===== config.mk =====
export PLATFORM = sky130hd
export DESIGN_NAME = itl_latch_top
export DESIGN_NICKNAME = d
export VERILOG_FILES = /design/src/rtl/itl_pkg.sv /design/src/rtl/itl_cnt_latch.sv /design/src/rtl/itl_latch_top.sv
export SDC_FILE = /design/constraint.sdc
export NUM_CORES = 1
export LEC_CHECK = 0
export ABC_CLOCK_PERIOD_IN_PS = 1550
export BUFFER_PORTS_ARGS = -buffer_cell sky130_fd_sc_hd__buf_2
export CORE_MARGIN = 4
export CORE_UTILIZATION = 38
export DETAILED_ROUTE_END_ITERATION = 7
export PLACE_DENSITY = 0.59
export SKIP_LAST_GASP = 1
export SYNTH_ARGS = -nofsm -noshare
export SYNTH_HDL_FRONTEND = slang
export SYNTH_HIERARCHICAL = 1
export SYNTH_SLANG_ARGS = --single-unit

===== constraint.sdc =====
create_clock -name clk -period 1.55 [get_ports clk]
set_input_delay 0.31 -clock clk [delete_from_list [all_inputs] [get_ports clk]]
set_output_delay 0.31 -clock clk [all_outputs]
set_load 0.01 [all_outputs]

===== src/rtl/itl_pkg.sv =====
// Shared constants for the interval timer latch and read-back logic
package itl_pkg;

  // ----------------------------------------------------------------
  // Counter geometry
  // ----------------------------------------------------------------
  localparam int ITL_NUM_CNT = 3;
  localparam int ITL_CNT_W = 16;
  localparam int ITL_CFG_W = 6;

  // ----------------------------------------------------------------
  // Command word fields
  // ----------------------------------------------------------------
  localparam int ITL_SEL_HI = 7;
  localparam int ITL_SEL_LO = 6;
  localparam int ITL_RW_HI = 5;
  localparam int ITL_RW_LO = 4;
  localparam int ITL_RB_CNT_BIT = 5;
  localparam int ITL_RB_STS_BIT = 4;
  localparam int ITL_RB_SEL_LO = 1;
  localparam logic [1:0] ITL_SEL_RB = 2'h3;

  // ----------------------------------------------------------------
  // Read/write format codes
  // ----------------------------------------------------------------
  localparam logic [1:0] ITL_RW_LATCH = 2'h0;
  localparam logic [1:0] ITL_RW_LSB = 2'h1;
  localparam logic [1:0] ITL_RW_MSB = 2'h2;
  localparam logic [1:0] ITL_RW_BOTH = 2'h3;
  localparam int ITL_CFG_RW_LO = 4;

  // ----------------------------------------------------------------
  // Reset values
  // ----------------------------------------------------------------
  localparam logic [7:0] ITL_BYTE_RST = 8'h00;
  localparam logic [15:0] ITL_CNT_RST = 16'h0000;

  // Picks the byte of a count that the format and byte phase call for
  function automatic logic [7:0] itl_byte_pick(input logic [15:0] src,
                                               input logic [1:0] fmt,
                                               input logic msb_next);
    logic [7:0] res;
    res = src[7:0];
    if (fmt == ITL_RW_MSB || (fmt == ITL_RW_BOTH && msb_next)) begin
      res = src[15:8];
    end
    return res;
  endfunction

endpackage


===== src/rtl/itl_cnt_latch.sv =====
// Per-counter output latch, status latch and byte sequencer
`timescale 1ns/10ps
`default_nettype none
module itl_cnt_latch #(
  parameter int CNT_W = 16
) (
  input wire logic clk,
  input wire logic rst_b,
  input wire logic [CNT_W-1:0] live_cnt,
  input wire logic [7:0] status_in,
  input wire logic [1:0] rw_fmt,
  input wire logic lat_cnt,
  input wire logic lat_sts,
  input wire logic prog,
  input wire logic rd,
  output logic [7:0] rd_byte,
  output logic cnt_held_ff,
  output logic sts_held_ff
);
  import itl_pkg::*;

  logic [CNT_W-1:0] cnt_hold_ff, nxt_cnt_hold;
  logic [7:0] sts_hold_ff, nxt_sts_hold;
  logic nxt_cnt_held, nxt_sts_held;
  logic msb_next_ff, nxt_msb_next;

  // ----------------------------------------------------------------
  // Read data and next state
  // ----------------------------------------------------------------
  always_comb begin
    nxt_cnt_hold = cnt_hold_ff;
    nxt_sts_hold = sts_hold_ff;
    nxt_cnt_held = cnt_held_ff;
    nxt_sts_held = sts_held_ff;
    nxt_msb_next = msb_next_ff;
    if (sts_held_ff) begin
      rd_byte = sts_hold_ff;
    end else begin
      rd_byte = itl_byte_pick(cnt_held_ff ? cnt_hold_ff : live_cnt, rw_fmt, msb_next_ff);
    end
    if (rd) begin
      if (sts_held_ff) begin
        nxt_sts_held = 1'b0;
      end else if (rw_fmt == ITL_RW_BOTH && !msb_next_ff) begin
        nxt_msb_next = 1'b1;
      end else begin
        nxt_msb_next = 1'b0;
        nxt_cnt_held = 1'b0;
      end
    end
    if (prog) begin
      nxt_msb_next = 1'b0;
      nxt_cnt_held = 1'b0;
      nxt_sts_held = 1'b0;
    end
    if (lat_cnt && !nxt_cnt_held) begin
      nxt_cnt_hold = live_cnt;
      nxt_cnt_held = 1'b1;
    end
    if (lat_sts && !nxt_sts_held) begin
      nxt_sts_hold = status_in;
      nxt_sts_held = 1'b1;
    end
  end

  always_ff @(posedge clk or negedge rst_b) begin
    if (!rst_b) begin
      cnt_hold_ff <= '0;
      sts_hold_ff <= ITL_BYTE_RST;
      cnt_held_ff <= 1'b0;
      sts_held_ff <= 1'b0;
      msb_next_ff <= 1'b0;
    end else begin
      cnt_hold_ff <= nxt_cnt_hold;
      sts_hold_ff <= nxt_sts_hold;
      cnt_held_ff <= nxt_cnt_held;
      sts_held_ff <= nxt_sts_held;
      msb_next_ff <= nxt_msb_next;
    end
  end

endmodule
`default_nettype wire


===== src/rtl/itl_latch_top.sv =====
// Command decode and read-back for three interval timer counters
`timescale 1ns/10ps
`default_nettype none
module itl_latch_top (
  input wire logic clk,
  input wire logic rst_b,
  input wire logic cmd_wr,
  input wire logic [7:0] cmd_data,
  input wire logic [itl_pkg::ITL_NUM_CNT-1:0] rd_stb,
  input wire logic [itl_pkg::ITL_CNT_W-1:0] live_cnt0,
  input wire logic [itl_pkg::ITL_CNT_W-1:0] live_cnt1,
  input wire logic [itl_pkg::ITL_CNT_W-1:0] live_cnt2,
  input wire logic [itl_pkg::ITL_CFG_W-1:0] cfg0,
  input wire logic [itl_pkg::ITL_CFG_W-1:0] cfg1,
  input wire logic [itl_pkg::ITL_CFG_W-1:0] cfg2,
  input wire logic [itl_pkg::ITL_NUM_CNT-1:0] out_lvl,
  input wire logic [itl_pkg::ITL_NUM_CNT-1:0] null_cnt,
  output logic [7:0] rd_data_ff,
  output logic rd_valid_ff,
  output logic [itl_pkg::ITL_NUM_CNT-1:0] cnt_held,
  output logic [itl_pkg::ITL_NUM_CNT-1:0] sts_held
);
  import itl_pkg::*;

  logic [ITL_CNT_W-1:0] live [ITL_NUM_CNT];
  logic [ITL_CFG_W-1:0] cfg [ITL_NUM_CNT];
  logic [7:0] status [ITL_NUM_CNT];
  logic [7:0] rd_byte [ITL_NUM_CNT];
  logic [ITL_NUM_CNT-1:0] lat_cnt, lat_sts, prog;
  logic is_rb, is_latch;
  logic [1:0] sel;
  logic [7:0] nxt_rd_data;
  logic nxt_rd_valid;

  assign live[0] = live_cnt0;
  assign live[1] = live_cnt1;
  assign live[2] = live_cnt2;
  assign cfg[0] = cfg0;
  assign cfg[1] = cfg1;
  assign cfg[2] = cfg2;

  // ----------------------------------------------------------------
  // Command decode
  // ----------------------------------------------------------------
  assign sel = cmd_data[ITL_SEL_HI:ITL_SEL_LO];
  assign is_rb = cmd_wr && sel == ITL_SEL_RB;
  assign is_latch = cmd_wr && !is_rb && cmd_data[ITL_RW_HI:ITL_RW_LO] == ITL_RW_LATCH;

  always_comb begin
    for (int i = 0; i < ITL_NUM_CNT; i++) begin
      status[i] = {out_lvl[i], null_cnt[i], cfg[i]};
      lat_cnt[i] = (is_rb && cmd_data[ITL_RB_CNT_BIT] && cmd_data[ITL_RB_SEL_LO + i])
                   || (is_latch && sel == i[1:0]);
      lat_sts[i] = is_rb && cmd_data[ITL_RB_STS_BIT] && cmd_data[ITL_RB_SEL_LO + i];
      prog[i] = cmd_wr && !is_rb && !is_latch && sel == i[1:0];
    end
  end

  // ----------------------------------------------------------------
  // Counter latches
  // ----------------------------------------------------------------
  for (genvar g = 0; g < ITL_NUM_CNT; g++) begin : g_cnt
    itl_cnt_latch #(
      .CNT_W(ITL_CNT_W)
    ) u_latch (
      .clk(clk),
      .rst_b(rst_b),
      .live_cnt(live[g]),
      .status_in(status[g]),
      .rw_fmt(cfg[g][ITL_CFG_RW_LO +: 2]),
      .lat_cnt(lat_cnt[g]),
      .lat_sts(lat_sts[g]),
      .prog(prog[g]),
      .rd(rd_stb[g]),
      .rd_byte(rd_byte[g]),
      .cnt_held_ff(cnt_held[g]),
      .sts_held_ff(sts_held[g])
    );
  end

  // ----------------------------------------------------------------
  // Read data register
  // ----------------------------------------------------------------
  always_comb begin
    nxt_rd_data = ITL_BYTE_RST;
    nxt_rd_valid = |rd_stb;
    for (int i = ITL_NUM_CNT - 1; i >= 0; i--) begin
      if (rd_stb[i]) begin
        nxt_rd_data = rd_byte[i];
      end
    end
  end

  always_ff @(posedge clk or negedge rst_b) begin
    if (!rst_b) begin
      rd_data_ff <= ITL_BYTE_RST;
      rd_valid_ff <= 1'b0;
    end else begin
      rd_data_ff <= nxt_rd_data;
      rd_valid_ff <= nxt_rd_valid;
    end
  end
endmodule
`default_nettype wire


==> results of run 1 <==
-- metal layers --
| metal | wire length (um) | vias to the layer above |
|---|---|---|
| li1 | - | 1823 |
| met1 | 6120 | 1878 |
| met2 | 6260 | 100 |
| met3 | 700 | 8 |
| met4 | 122 | 0 |
| met5 | 0 | - |
-- layout make-up --
cell class,instances,share of cell area
Multi-Input combinational cell,304,0.414
Sequential cell,90,0.342
Timing Repair Buffer,146,0.157
Clock buffer,12,0.0390
Tap cell,172,0.0327
Clock inverter,4,0.0148
-- how the worst min path moves through the flow --
stage | to | slack, ns | cells past startpoint
floorplan | g_cnt[0].u_latch/cnt_held_ff | 0.01 | 0
global placement | rd_data_ff[2] | 0.22 | 1
detailed placement | g_cnt[1].u_latch/sts_held_ff | 0.22 | 1
CTS | g_cnt[0].u_latch/sts_hold_ff[2] | 0.18 | 2
global route | g_cnt[0].u_latch/sts_hold_ff[6] | 0.19 | 2
finish | g_cnt[0].u_latch/sts_hold_ff[2] | 0.19 | 2
-- through the flow --
step	instances	util	instance area, um^2	hold slack (ns)	setup TNS, ns
2_1_floorplan	428	-	5100	0.0144	-12.13
3_3_place_gp	704	0.462	5930	0.216	-30.15
3_5_place_dp	704	0.462	5930	0.216	-31.49
4_1_cts	727	0.507	6500	0.179	-2.13
5_1_grt	728	0.513	6580	0.186	-4.58
6_report	728	0.513	6580	0.188	-2.70
-- cell families (layout without fill, tap and decap cells) --
| logic type | count (synthesis) | count (layout) | synth area share |
|---|---|---|---|
| and+or+nand+nor | 122 | 122 | 0.146 |
| buffers and inverters | 34 | 162 | 0.0474 |
| DFF | 90 | 90 | 0.444 |
| muxes | 96 | 96 | 0.230 |
| AOI/OAI and AO/OA | 86 | 86 | 0.133 |
-- synth_stat cells --
cell type,number
a22oi_4,3
buf_2,9
o21a_1,3
buf_6,4
or3_1,3
nand4_1,1
a21o_2,3
a21boi_1,1
and4_2,1
buf_4,6
o31ai_1,24
a21o_1,3
mux2_4,30
nand3_1,2
nand3b_2,3
nand3b_1,8
and3_1,24
nor2_1,3
clkbuf_1,12
nand2_1,26
a221oi_1,24
mux2i_1,24
o21ai_0,1
dfrtp_1,90
or4_1,1
nor3b_1,2
and2_1,3
nand2b_1,6
nor3_1,1
nor2b_1,35
a21oi_1,21
mux2_2,42
buf_12,3
and3b_4,3
a21bo_2,3
-- state kept, by name, indices dropped and copies added (netlist names) --
name / flops
g_cnt.u_latch/cnt_held_ff: 3
g_cnt.u_latch/cnt_hold_ff: 48
g_cnt.u_latch/msb_next_ff: 3
g_cnt.u_latch/sts_held_ff: 3
g_cnt.u_latch/sts_hold_ff: 24
rd_data_ff: 8
rd_valid_ff: 1
-- power by group --
group | switching, mW | internal (mW) | total (mW)
clock network | 0.920 | 1.66 | 2.58
registers | 0.328 | 2.92 | 3.25
logic | 0.680 | 1.05 | 1.73
total | 1.93 | 5.64 | 7.56
-- cell usage in the layout (no fill, tap or decap), types with 5 or more instances in the layout --
master | netlist | layout
buf_2 | 9 | 95
o31ai_1 | 24 | 14
nand2_1 | 26 | 26
clkbuf_16 | 0 | 10
nand3b_1 | 8 | 8
mux2i_1 | 24 | 24
dfrtp_1 | 90 | 90
nor2b_1 | 35 | 35
mux2_4 | 30 | 30
buf_12 | 3 | 8
mux2_2 | 42 | 42
o31ai_2 | 0 | 10
nand2b_1 | 6 | 5
a221oi_1 | 24 | 23
buf_4 | 6 | 36
a21oi_1 | 21 | 18
and3_1 | 24 | 24
-- what timing repair did --
item,CTS,global route
hold buffers,1,0
buffers inserted,4,0
setup endpoints to repair,64,80
cloned,2,1
hold endpoints to repair,16,0
gates resized for setup,22,12
pin swaps,5,6
==> flow_summary_export.csv, run 1 <==
group,metric,value,unit
routing,viasPerCell,5.23,
synth,synthCells,428,
floorplan,initial_core_util,0.395,
global_route,antenna_found_initial,0,
synth,synth_area_leaders,"dfrtp_1 44%, mux2_2 9.3%, mux2_4 8.9%",
worst_setup_path,cp-endpoint,"g_cnt[0].u_latch/cnt_hold_ff[15]",
floorplan,die_x,123,um
synth,synth_top_area_cell,"dfrtp_1",
routing,firstDrtPassIters,4,
routing,vias,3809,
synth,synthDistinctLibCells,35,
place,dp_hpwl,9710,um
floorplan,dieArea,0.0152,mm^2
place,dp_slack,-0.607,ns
sta,setup_viol,45,
pwr,finalPower,7.56,mW
worst_setup_path,crit_slowest_cell,"or4_4",
routing,ant_nets,0,
place,portBuffers,99,
clock_network,cts_made_buffers,9,
cells_and_area,num-fill-cells,1160,
hold_path,hp-class,"in2reg",
sta,worst_pin_slew,0.325,ns
global_route,grtUsageMet3,0.0494,
synth,synth_top_area_frac,0.444,
sta,rsz0062_at_grt,"yes",
routing,routed_wl,13200,um
pwr,powerDensity,1150,mW/mm^2
sta,clock.fmax,604,MHz
global_route,use_met2,0.288,
floorplan,ios,101,
global_route,grt_pass1_vias,4041,
routing,drc,0,
global_route,use_met1,0.249,
global_route,gr-usage-all-layers,0.181,
worst_setup_path,r2r_end,"g_cnt[2].u_latch/cnt_hold_ff[1]",
sta,setup_ws,-0.105,ns
synth,synth_warnings,6,
worst_setup_path,critPathTopFamily,"simple AND/OR/NAND/NOR gates",
sta,timing.slew.headroom,0.782,
clock_network,cts_tree,"yes",
pwr,vdd_drop_max,700,uV
clock_network,clk_latency,0.35,ns
synth,synth-seq-cells,90,
clock_network,clockBufferDepth,2,
synth,ys_seq_area_frac,0.444,
cells_and_area,final-seq-area,0.00225,mm^2
cells_and_area,multi_input_area,0.00272,mm^2
worst_setup_path,endpoint_kind,"register",
status,failed_checks,"setup timing",
clock_network,cts-htree-levels,3,
worst_setup_path,path_depth,7,
worst_setup_path,cp_max_fo,6,
clock_network,cts.sink_count,90,
run,maxCapViolCount,0,
worst_setup_path,cp_num_buf_inv,2,
sta,finalHoldViolCount,0,
synth,syn_area,0.00507,mm^2
floorplan,core_area,0.0128,mm^2
worst_setup_path,crit_path_cell_trace,"buf_8 -> or4_4 -> a21boi_4 -> and3b_4 -> a22oi_4 -> buf_12 -> mux2_4",
clock_network,cts-root-buf,"clkbuf_16",
pwr,p_leak,3.09,nW
cells_and_area,drive_above_1_share,0.484,
synth,syn-num-nets,514,
worst_setup_path,r2r_slack,-0.03,ns
sta,skew,0.00991,ns
routing,drt_iter0_drc,137,
worst_setup_path,arrival,1.89,ns
worst_setup_path,setup.worst_path.start,"cmd_data[4]",
worst_setup_path,worstPathRequired,1.78,ns
sta,slew_viol_final,0,
sta,layout_min_cycle_time,1.65,ns
synth,syn_area_per_cell,11.8,um^2
cells_and_area,area_growth,29.8,%
floorplan,num_rows,41,
global_route,grt_overflow,0,
clock_network,cts.clk_slew.worst_paths,0.06,ns
worst_setup_path,timing.rr.start,"g_cnt[2].u_latch/msb_next_ff",
global_route,gr-max-usage-layer,"met2",
global_route,grt_max_degree,47,
worst_setup_path,r2r_cells,5,
routing,wl_per_cell,18.1,um
global_route,grt_pass1_wl,21200,um
floorplan,die_h,123,um
worst_setup_path,worstSetupPathType,"in2reg",
hold_path,min_from,"cfg0[2]",
cells_and_area,antennaDiodeCount,0,
status,status,"complete, but fails checks",
worst_setup_path,cp-start-kind,"primary input",
place,place.gp.congestion,0.850,
sta,post-route-period-util,1.07,
cells_and_area,nNetsFinal,637,
worst_setup_path,max_stage_delay,0.54,ns
(Power assumes the default switching activity.)
==> run 2, diff against run 1 <==
--- a/config.mk
+++ b/config.mk
@@ -10,6 +10,7 @@
 export CORE_MARGIN = 4
 export CORE_UTILIZATION = 38
 export DETAILED_ROUTE_END_ITERATION = 7
+export MAX_ROUTING_LAYER = met4
 export PLACE_DENSITY = 0.59
 export SKIP_LAST_GASP = 1
 export SYNTH_ARGS = -nofsm -noshare
==> run 2 against run 1 <==
  * The flow still finishes with violations (setup timing)
  * Register-to-register slack barely moved
  * Count of clock-buffer cells in the layout stayed put
  * Die area is the same
  * Critical endpoint unchanged
  * Largest cell class unchanged
  * Highest routed layer unchanged
==> flow_summary_export.csv, run 2 (synthesized netlist as in run 1, its figures left out) <==
group,metric,value,unit
pwr,powerDensity,1150,mW/mm^2
worst_setup_path,cp_max_fo,6,
worst_setup_path,worstSetupPathType,"in2reg",
run,maxCapViolCount,0,
sta,slew_viol_final,0,
pwr,p_sw,1.94,mW
pwr,p_int,5.64,mW
routing,routed_wl,13300,um
hold_path,min_to,"g_cnt[0].u_latch/sts_hold_ff[2]",
hold_path,hp-class,"in2reg",
sta,worst_pin_slew,0.331,ns
worst_setup_path,arrival,1.88,ns
worst_setup_path,r2r_end,"g_cnt[2].u_latch/cnt_hold_ff[1]",
sta,post-route-period-util,1.06,
pwr,finalPower,7.58,mW
status,failed_checks,"setup timing",
floorplan,die_h,123,um
cells_and_area,instances_no_fill,728,
worst_setup_path,timing.rr.start,"g_cnt[2].u_latch/msb_next_ff",
routing,drc,0,
worst_setup_path,r2r_cells,5,
clock_network,clockBufferDepth,2,
sta,setup_ws,-0.0950,ns
place,placed_area,0.00593,mm^2
global_route,grt_pass1_vias,4044,
sta,clock.fmax,608,MHz
routing,drt_iter0_drc,135,
routing,ant_nets,0,
floorplan,core_area,0.0128,mm^2
pwr,p_seq_frac,0.429,
pwr,vdd_drop_max,701,uV
clock_network,cts-root-buf,"clkbuf_16",
worst_setup_path,crit_path_cell_trace,"buf_8 -> or4_4 -> a21boi_4 -> and3b_4 -> a22oi_4 -> buf_12 -> mux2_4",
cells_and_area,final_common_cell,"buf_2",
routing,vias,3826,
pwr,combPwrFrac,0.229,
sta,rsz0062_at_grt,"yes",
clock_network,cts_tree,"yes",
cells_and_area,largest_reg_flops,48,
place,dp_hpwl,9710,um
clock_network,cts.sink_count,90,
routing,viasPerCell,5.26,
pwr,power_frac_clock,0.341,
worst_setup_path,max_stage_delay,0.54,ns
hold_path,min_from,"cfg0[2]",
place,dp.cells,704,
floorplan,initial_core_util,0.395,
global_route,antenna_found_initial,0,
sta,tns,-2.23,ns
cells_and_area,top_regs,"g_cnt.u_latch/cnt_hold_ff (48), g_cnt.u_latch/sts_hold_ff (24), rd_data_ff (8)",
worst_setup_path,crit_slowest_cell,"or4_4",
place,place.gp.congestion,0.863,
hold_path,holdPathStages,2,
worst_setup_path,r2r_slack,-0.03,ns
worst_setup_path,setup.worst_path.start,"cmd_data[4]",
worst_setup_path,worstPathRequired,1.78,ns
cells_and_area,final_cell_mix,"95 x buf_2, 90 x dfrtp_1, 42 x mux2_2",
cells_and_area,nNetsFinal,637,
clock_network,cts_made_buffers,9,
cells_and_area,num-fill-cells,1157,
floorplan,num_rows,41,
sta,timing.slew.headroom,0.778,
cells_and_area,top_register,"g_cnt.u_latch/cnt_hold_ff",
clock_network,clk_latency,0.35,ns
place,dp_slack,-0.607,ns
status,status,"complete, but fails checks",
global_route,grt_pass1_wl,21200,um
sta,skew,0.00919,ns
clock_network,cts.clk_slew.worst_paths,0.06,ns
cells_and_area,drive_above_1_share,0.487,
cells_and_area,fin_util,0.515,
clock_network,cts-htree-levels,3,
sta,hold_ws,0.190,ns
pwr,p_sw_frac,0.256,
global_route,grt_overflow,0,
routing,firstDrtPassIters,4,
cells_and_area,antennaDiodeCount,0,
cells_and_area,final_area,0.00660,mm^2
pwr,p_leak,3.10,nW
routing,wl_per_cell,18.2,um
global_route,grt_max_degree,47,
cells_and_area,area_growth,30.3,%
sta,finalHoldViolCount,0,
global_route,gr-usage-all-layers,0.186,
sta,setup_viol,44,
sta,layout_min_cycle_time,1.64,ns
worst_setup_path,endpoint_kind,"register",
floorplan,ios,101,
floorplan,die_x,123,um
place,portBuffers,99,
floorplan,dieArea,0.0152,mm^2
worst_setup_path,cp-start-kind,"primary input",
run 2: cell types whose count changed in the layout (fill, tap and decap cells not counted), sizes merged:
cell,delta
clkbuf,+1
buf,-1
run 2: layer usage:
metal / wire length, um / vias up / global-route usage
met5: 0 / - / -
met4: 150 / 0 / 0.0422
met3: 610 / 13 / 0.0416
met2: 6280 / 89 / 0.288
met1: 6220 / 1901 / 0.251
li1: - / 1823 / -
run 2: how the worst max path moves through the flow:
stage | end | depth (start not counted)
global route | rd_data_ff[6] | 7
floorplan | g_cnt[0].u_latch/cnt_hold_ff[15] | 7
finish | g_cnt[0].u_latch/cnt_hold_ff[15] | 7
detailed placement | g_cnt[1].u_latch/cnt_hold_ff[14] | 7
CTS | g_cnt[0].u_latch/cnt_hold_ff[15] | 7
global placement | g_cnt[1].u_latch/cnt_hold_ff[12] | 7
run 2: repair_timing:
item	4_1_cts	5_1_grt
setup buffers	4	0
pin swaps	5	8
endpoints found under the setup margin	64	80
resized for setup	22	18
hold buffers	1	0
hold endpoints to repair	16	0
cloned	2	1
run 2: layout make-up:
| type | instances | area, um^2 | share of cell area |
|---|---|---|---|
| Timing Repair Buffer | 146 | 1030 | 0.157 |
| Clock inverter | 4 | 97.6 | 0.0148 |
| Multi-Input combinational cell | 304 | 2750 | 0.416 |
| Clock buffer | 12 | 256 | 0.0388 |
| Tap cell | 172 | 215 | 0.0326 |
| Sequential cell | 90 | 2250 | 0.341 |
run 2: critical path, delay by kind of cell:
| kind | cells | cell delay [ns] |
|---|---|---|
| AOI/OAI and AO/OA | 2 | 0.25 |
| buffers and inverters | 2 | 0.26 |
| muxes | 1 | 0.29 |
| and+or+nand+nor | 2 | 0.76 |
run 2: power by group through the flow:
stage | combinational, mW | clock, mW | sequential [mW]
after global placement | 1.59 | 0 | 3.26
after CTS | 1.72 | 2.64 | 3.25
after global routing | 1.89 | 2.73 | 3.32
final | 1.74 | 2.58 | 3.25
after floorplan | 1.14 | 0 | 3.19
after detailed placement | 1.65 | 0 | 3.27
